[config.mk]
export PLATFORM = sky130hd
export DESIGN_NAME = bsi_boot_id_regs
export DESIGN_NICKNAME = d
export VERILOG_FILES = /design/src/logic/bsi_pkg.sv /design/src/logic/bsi_boot_id_regs.sv
export SDC_FILE = /design/constraint.sdc
export NUM_CORES = 1
export LEC_CHECK = 0
export BUFFER_PORTS_ARGS = -buffer_cell sky130_fd_sc_hd__buf_2
export CORE_MARGIN = 5
export CORE_UTILIZATION = 25
export DETAILED_ROUTE_END_ITERATION = 8
export GPL_TIMING_DRIVEN = 0
export PLACE_DENSITY = 0.64
export SYNTH_ARGS = -nofsm -noshare
export SYNTH_HDL_FRONTEND = slang
export SYNTH_SLANG_ARGS = --single-unit
[constraint.sdc]
create_clock -name CLK -period 1.2 [get_ports CLK]
set_input_delay 0.06 -clock CLK [delete_from_list [all_inputs] [get_ports CLK]]
set_output_delay 0.06 -clock CLK [all_outputs]
set_load 0.01 [all_outputs]
[src/logic/bsi_pkg.sv]
package bsi_pkg;

    // ****************************************************************
    // Register map: printed offsets are word indices, byte = 4 x index.
    // ****************************************************************
    localparam int          IDX_W        = 14;
    localparam logic [13:0] IDX_IDENTITY = 14'h1C00;
    localparam logic [13:0] IDX_CLK_CFG2 = 14'h1C1F;
    localparam logic [13:0] IDX_BOOT_SEL = 14'h1C34;

    // ****************************************************************
    // Field positions.
    // ****************************************************************
    localparam int ID_VARIANT_LSB = 28;
    localparam int ID_PART_LSB    = 12;
    localparam int ID_MFR_LSB     = 1;
    localparam int BOOT_LOW_LSB   = 5;
    localparam int BOOT_HIGH_LSB  = 9;
    localparam int CLK_STAT_BIT   = 2;

    // ****************************************************************
    // Reset values and timing counts.
    // ****************************************************************
    localparam logic [31:0] RD_ZERO       = 32'h0000_0000;
    localparam logic [3:0]  LOW_RST       = 4'h0;
    localparam logic [1:0]  HIGH_RST      = 2'h0;
    localparam int          SYNC_STAGES   = 2;
    localparam int          HIGH_EDGE     = 10;
    localparam int          CNT_W         = 4;
    localparam logic [3:0]  HIGH_CNT_LAST =
        4'(HIGH_EDGE - SYNC_STAGES - 1);

    // ****************************************************************
    // Types.
    // ****************************************************************
    typedef enum logic [2:0] {
        FREQ_USB_12M,
        FREQ_EXT_11M2896,
        FREQ_EXT_12M_12M288,
        FREQ_EXT_16M8,
        FREQ_EXT_19M2
    } bsi_freq_t;

    typedef struct packed {
        logic       clk_src;
        logic [1:0] high;
        logic [3:0] low;
    } bsi_strap_t;

endpackage : bsi_pkg

[src/logic/bsi_boot_id_regs.sv]
// Register access over AHB-Lite was left to the implementer.
`timescale 1ns/10ps
module bsi_boot_id_regs #(
    parameter logic [3:0]  VARIANT_CODE = 4'h1,     // Arbitrary value.
    parameter logic [15:0] PART_CODE    = 16'h1234, // Arbitrary value.
    parameter logic [10:0] MAKER_CODE   = 11'h055   // Arbitrary value.
) (
    input  wire logic                CLK,
    input  wire logic                RESET,
    input  wire logic                HSEL,
    input  wire logic [31:0]         HADDR,
    input  wire logic [1:0]          HTRANS,
    input  wire logic                HWRITE,
    input  wire logic [2:0]          HSIZE,
    input  wire logic [31:0]         HWDATA,
    input  wire logic                HREADY,
    output logic      [31:0]         HRDATA,
    output logic                     HREADYOUT,
    output logic                     HRESP,
    input  wire logic                BOOT_RESET_N,
    input  wire logic [5:0]          BOOT_STRAP_PINS,
    input  wire logic                CLOCK_SOURCE_PIN,
    output bsi_pkg::bsi_strap_t      BOOT_STATUS,
    output logic                     BOOT_CAPTURE_DONE,
    output bsi_pkg::bsi_freq_t       CLK_FREQ
);
    import bsi_pkg::*;

    // ****************************************************************
    // Elaboration checks.
    // ****************************************************************
    if (HIGH_EDGE <= SYNC_STAGES + 1 || HIGH_EDGE > 15) begin : g_chk
        $error("Upper capture edge cannot be served by the counter.");
    end

    // ****************************************************************
    // Reset pin synchroniser and release counter.
    // ****************************************************************
    logic             rst_meta_ff;
    logic             rst_sync_ff;
    logic [CNT_W-1:0] cnt_ff;
    logic [CNT_W-1:0] nxt_cnt;
    logic             done_ff;
    logic             nxt_done;
    bsi_strap_t       strap_ff;
    bsi_strap_t       nxt_strap;
    bsi_freq_t        freq_ff;
    bsi_freq_t        nxt_freq;

    // The pin is asynchronous to CLK, so release is seen two edges late.
    // sync release
    always_ff @(posedge CLK) begin
        if (RESET) begin
            rst_meta_ff <= 1'b0;
            rst_sync_ff <= 1'b0;
        end else begin
            rst_meta_ff <= BOOT_RESET_N;
            rst_sync_ff <= rst_meta_ff;
        end
    end

    wire cap_edge = rst_sync_ff && !done_ff && (cnt_ff == HIGH_CNT_LAST);

    assign nxt_cnt  = !rst_sync_ff ? '0 :
                      done_ff      ? cnt_ff : cnt_ff + 4'h1;
    assign nxt_done = rst_sync_ff && (done_ff || cap_edge);

    // ****************************************************************
    // Strap capture.
    // ****************************************************************
    // low bits latch
    // Low bits and clock pin follow the straps until release is seen,
    // so the last sample taken is the one at the release edge.
    assign nxt_strap.low     = !rst_sync_ff ? BOOT_STRAP_PINS[3:0] :
                               strap_ff.low;
    assign nxt_strap.clk_src = !rst_sync_ff ? CLOCK_SOURCE_PIN :
                               strap_ff.clk_src;
    assign nxt_strap.high    = cap_edge ? BOOT_STRAP_PINS[5:4] :
                               strap_ff.high;

    always_comb begin
        nxt_freq = FREQ_USB_12M;
        if (strap_ff.clk_src) begin
            unique case (strap_ff.high)
                2'b00: nxt_freq = FREQ_EXT_11M2896;
                2'b01: nxt_freq = FREQ_EXT_12M_12M288;
                2'b10: nxt_freq = FREQ_EXT_16M8;
                2'b11: nxt_freq = FREQ_EXT_19M2;
            endcase
        end
    end

    always_ff @(posedge CLK) begin
        if (RESET) begin
            cnt_ff   <= '0;
            done_ff  <= 1'b0;
            strap_ff <= '{clk_src: 1'b0, high: HIGH_RST, low: LOW_RST};
            freq_ff  <= FREQ_USB_12M;
        end else begin
            cnt_ff   <= nxt_cnt;
            done_ff  <= nxt_done;
            strap_ff <= nxt_strap;
            freq_ff  <= nxt_freq;
        end
    end

    assign BOOT_STATUS       = strap_ff;
    assign BOOT_CAPTURE_DONE = done_ff;
    assign CLK_FREQ          = freq_ff;

    // ****************************************************************
    // AHB-Lite slave: zero wait states, always OKAY.
    // ****************************************************************
    wire              bus_req   = HSEL && HREADY && HTRANS[1];
    wire [IDX_W-1:0]  bus_idx   = HADDR[IDX_W+1:2];
    wire              addr_hi0  = (HADDR[31:IDX_W+2] == '0);
    wire              hit_ident = addr_hi0 && (bus_idx == IDX_IDENTITY);
    wire              hit_clk   = addr_hi0 && (bus_idx == IDX_CLK_CFG2);
    wire              hit_boot  = addr_hi0 && (bus_idx == IDX_BOOT_SEL);

    wire [31:0] ident_word = {VARIANT_CODE, PART_CODE, MAKER_CODE, 1'b1};
    wire [31:0] boot_word  = {16'h0000, 5'h00, strap_ff.high,
                              strap_ff.low, 5'h00};
    wire [31:0] clk_word   = {29'h0000_0000, strap_ff.clk_src, 2'h0};

    // Unmapped addresses read as zero; writes reach no storage at all.
    wire [31:0] rd_mux = hit_ident ? ident_word :
                         hit_boot  ? boot_word  :
                         hit_clk   ? clk_word   : RD_ZERO;

    logic        rd_ff;
    logic        wr_ff;
    logic [31:0] hrdata_ff;
    logic [31:0] nxt_hrdata;

    assign nxt_hrdata = (bus_req && !HWRITE) ? rd_mux : RD_ZERO;

    always_ff @(posedge CLK) begin
        if (RESET) begin
            rd_ff     <= 1'b0;
            wr_ff     <= 1'b0;
            hrdata_ff <= RD_ZERO;
        end else begin
            rd_ff     <= bus_req && !HWRITE;
            wr_ff     <= bus_req && HWRITE;
            hrdata_ff <= nxt_hrdata;
        end
    end

    assign HRDATA    = hrdata_ff;
    assign HREADYOUT = 1'b1;
    assign HRESP     = 1'b0;

    // ****************************************************************
    // Checker helper: edges seen with the pin high since it was low.
    // ****************************************************************
    // A ten-cycle repetition would be unrolled by the tools at great
    // cost, so the run of high samples is counted here instead. The
    // count saturates, which is harmless because only small values
    // are looked at.
    logic [CNT_W-1:0] hi_run_ff;
    logic [CNT_W-1:0] nxt_hi_run;

    assign nxt_hi_run = !BOOT_RESET_N      ? '0 :
                        (hi_run_ff == '1)  ? hi_run_ff :
                                             hi_run_ff + 4'h1;

    always_ff @(posedge CLK) begin
        if (RESET) begin
            hi_run_ff <= '0;
        end else begin
            hi_run_ff <= nxt_hi_run;
        end
    end
endmodule : bsi_boot_id_regs

; ---- After elaboration in Yosys (flattened, before gate mapping)
; Index checks and enable logic that the tools add are counted.
[classes]
magnitude_cmp = 0
muxes = 4
n_reduce_logical = 20
n_mul = 0
addsub = 1
div = 0
shift = 0
eq_ne = 7
bitwise_logic = 4
[ops]
columns = operator, count
row1 = $eq 14x13->1 const B, 3
row2 = $mux 29, 1
row3 = $logic_not 16->1, 1
row4 = $pmux 3 s4, 1
row5 = $mux 11, 1
row6 = $logic_and 1x1->1, 9
row7 = $reduce_or 2->1, 3
row8 = $reduce_or 5->1, 1
row9 = $add 4x1->4 const B, 1
row10 = $eq 2x2->1 const B, 2
row11 = $eq 4x3->1 const B, 1
row12 = $not 1->1, 4
row13 = $reduce_or 4->1, 1
row14 = $mux 3, 1
row15 = $reduce_or 3->1, 1
row16 = $eq 2x1->1 const B, 1
row17 = $logic_not 1->1, 2
row18 = $logic_not 2->1, 1
row19 = $logic_or 1x1->1, 1
[word_totals]
n_memories = 0
wordCells = 48
latchBits = 0
input_bits = 82
register_bits = 49
mem_bits_rw = 0
out_inout_bits = 45
rom_bits = 0

; ---- Longest topological paths before layout
[logic_depth]
depth_word = 5
depth_mapped = 4
depth_no_buf = 4

; ---- Worst setup path after synthesis
; No wires, ideal clock.
[synth_path]
path_type = flip-flop to flip-flop
start = reg cnt_ff[0]
end = reg cnt_ff[2]
path_slack_ns = 0.173
t_arrival_ns = 0.909
path_buffers = 0
period_less_slack_ns = 1.027
required_ns = 1.082
setup_time_ns = 0.118
path_stages_with_launch = 5
cell_sequence = dfxtp_1 > ha_1 > nor2b_1 > xnor2_1 > nor2_1
[synth_between]
elab_chain_len = 1
[synth_lines]
columns = item, line
row1 = "start, declared", bsi_boot_id_regs.sv:41  ; logic [CNT_W-1:0] cnt_ff;
row2 = "start signal, assigned", bsi_boot_id_regs.sv:100  ; cnt_ff <= nxt_cnt;
row3 = $add 4x1->4, bsi_boot_id_regs.sv:65  ; done_ff ? cnt_ff : cnt_ff + 4'h1;
; No other way between the ends.
; A chain may end at the register's enable or synchronous reset.

; ---- Final worst setup path
[layout_path]
start = reg cnt_ff[0]
end = reg strap_ff, in the netlist BOOT_STATUS[5]
[layout_between]
elab_chain_len = 2
[layout_lines]
columns = item, line
row1 = $eq 4x3->1, bsi_boot_id_regs.sv:62  ; wire cap_edge = rst_sync_ff && !done_ff && (cnt_ff == HIGH_CNT_LAST);
row2 = $logic_and 1x1->1, bsi_boot_id_regs.sv:62
row3 = "end signal, assigned", bsi_boot_id_regs.sv:97  ; strap_ff <= '{clk_src: 1'b0, high: HIGH_RST, low: LOW_RST};
row4 = "end signal, assigned", bsi_boot_id_regs.sv:102  ; strap_ff <= nxt_strap;
row5 = "end, declared", bsi_boot_id_regs.sv:45  ; bsi_strap_t strap_ff;
; No other way between the ends.

==> run metrics <==
status=finished clean; filler-free cell count of the finished design=288; CTS HTree Levels=1; Hold Path Class=input port to register; Area Overhead vs Synth=44.4%; total number of vias=1097; Seq/Total Area, Yosys=0.402; post-route setup slack=0.101 ns; first-pass GRT wire length=4530 um; leading cell type in the layout, fill and taps excluded=buf_2; drt first pass iters=4; final setup vio count=0; # diodes=0; worst r2r src=cnt_ff[0]; Fin Hold WS=0.0192 ns; CTS sink cnt=25; Pwr Density=872 mW/mm2; Rows=25; largest net degree at the start of global routing=15; clock skew=0.00413 ns; vias in the first global route=1056; Clock Tree Buf Depth=2; Yosys reg bits=25; clk_lat worst skew=0.26 ns; Core Util, Final=0.376; critical path peak fanout=3; DR iter-0 viols=11; Multi-input gate area=593 um2; most frequent cells in the layout=71 x buf_2, 26 x buf_4, 25 x dfxtp_1; Port Buffers=70; routability cong.=0.714; placed instance count=283; Worst VDD drop=0.000536 V; die width=80.6 um; Initial Utilization=0.260; final WL=3050 um; switching share of total power=0.235; share of layout cells above drive strength 1=0.484; clock buffer count from CTS=3; min Tclk post-route=1.10 ns; DIE AREA=0.00650 mm2; Core Box Area=0.00479 mm2; cell taking the most area after synthesis=dfxtp_1; DR WL/cell=10.6 um; synth warn=0; pins over their slew limit=0; Startpoint Class=register; Fin. Hold Viols=0; Final Net Count=308; worst slack, placed=0.0725 ns; share of power burned in registers=0.546; vias per inst=3.81; mapped cell area=0.00125 mm2; Setup crit end kind=register; post-CTS setup buffer count=0; CTS tree=built; Clock Tree Root=clkbuf_8; number of fill cells=505; Hold Path Origin=BOOT_STRAP_PINS[0]; WS Path Type=register to register; register area=500 um2; Net Switching=368 uW; most common flop cell mapped by yosys=dfxtp_1; Arr. time, crit path=1.30 ns; fin crit share=0.916; dpl hpwl=2630 um; Int Power=1.20 mW; Critical Path Source=cnt_ff[0]; cell count after synthesis=130; DRT antenna net count=0; asr flop ratio synth=0; gr ovfl total=0; Yosys top cell area share=0.402; Distinct cells, synth=30; die span in y=80.6 um; largest cells by area after synthesis=dfxtp_1 40%, buf_4 16%, mux2i_1 4.8%, ha_1 4.0%, nor2_1 3.6%; CTS clock-pin slew for the worst setup and hold paths=0.09 ns; initial antenna violation count=0; syn_area_per_cell=9.59 um2; fmax=910 MHz; Total GRT Usage=0.0884; Lkg Pwr=0.917 nW; CP required=1.40 ns; DRC=0; Comb pwr share=0.142; I/O pins=127; clock share of power=0.312; Max Cap Violations=0; number of synthesized flops with an enable pin=0
-- routing by layer --
metal,track usage,wire length (um),vias to the layer above,part of all wire
li1,-,-,589,-
met1,0.0910,1170,463,0.38
met2,0.168,1590,43,0.52
met3,0.0359,272,2,0.089
met4,0.0152,13,0,0.0043
met5,0,0,-,0
-- synth_stat cells, types with 2 or more instances --
cell type / instances
nor3_1: 8
ha_1: 4
nor4b_2: 2
nand4_1: 4
a21oi_1: 3
a211oi_1: 2
and3b_1: 2
nor2_1: 12
dfxtp_1: 25
conb_1: 2
xor2_1: 2
o21ai_0: 2
buf_4: 26
mux2i_1: 6
nand3_1: 7
nor2b_1: 5
inv_1: 3
nor4_1: 3
-- final cells by class --
type                            count  area share
Buffer                             28       0.113
Clock inverter                      1     0.00278
Multi-Input combinational cell     90       0.330
Timing Repair Buffer               71       0.200
Sequential cell                    25       0.278
Tap cell                           67      0.0466
Clock buffer                        3      0.0229
Inverter                            3     0.00626
-- registers in the layout, indices dropped and copies added, names as in the netlist --
name	flops
cnt_ff	4
CLK_FREQ	3
BOOT_STATUS	7
HRDATA	8
rst_meta_ff	1
BOOT_CAPTURE_DONE	1
rst_sync_ff	1
-- timing repair --
action / in CTS / in global routing
setup endpoints to repair: 0 / 3
hold buffers: 1 / 0
endpoints found under the hold margin: 1 / 0
gates resized for setup: 0 / 1
-- kinds of logic after synthesis --
logic type                 share of synthesized area
AOI/OAI and AO/OA                             0.0321
xor gates and xnor gates                      0.0211
adders and majority gates                     0.0402
buffers and inverters                          0.173
DFF                                            0.402
muxes                                         0.0482
other                                        0.00603
and+or+nand+nor                                0.278
-- power groups by stage --
stage	registers, mW	clock network, mW	logic (mW)
6_report	0.857	0.490	0.223
5_1_grt	0.860	0.564	0.247
4_1_cts	0.858	0.526	0.222
3_5_place_dp	0.877	0	0.219
3_3_place_gp	0.877	0	0.216
2_1_floorplan	0.879	0	0.115
-- worst paths after layout --
path	end	slack [ns]	cells past startpoint
setup / recovery	BOOT_STATUS[5]	0.10	4
hold / removal	BOOT_STATUS[0]	0.02	3
setup reg to reg	BOOT_STATUS[5]	0.10	4
hold reg to reg	rst_sync_ff	0.45	1
-- metrics by stage --
stage	total power, mW	setup TNS (ns)	cell area [um2]
global placement	1.09	0	1740
global route	1.67	-0.00102	1800
detailed placement	1.10	0	1740
finish	1.57	0	1800
CTS	1.61	0	1800
floorplan	0.994	0	1310
-- critical path, cell delays in order (launching register included) --
cell,delay (ns)
dfxtp_1,0.37
ha_1,0.20
nor2b_2,0.21
nand4_1,0.11
a21oi_1,0.13
(Power assumes the default switching activity.)
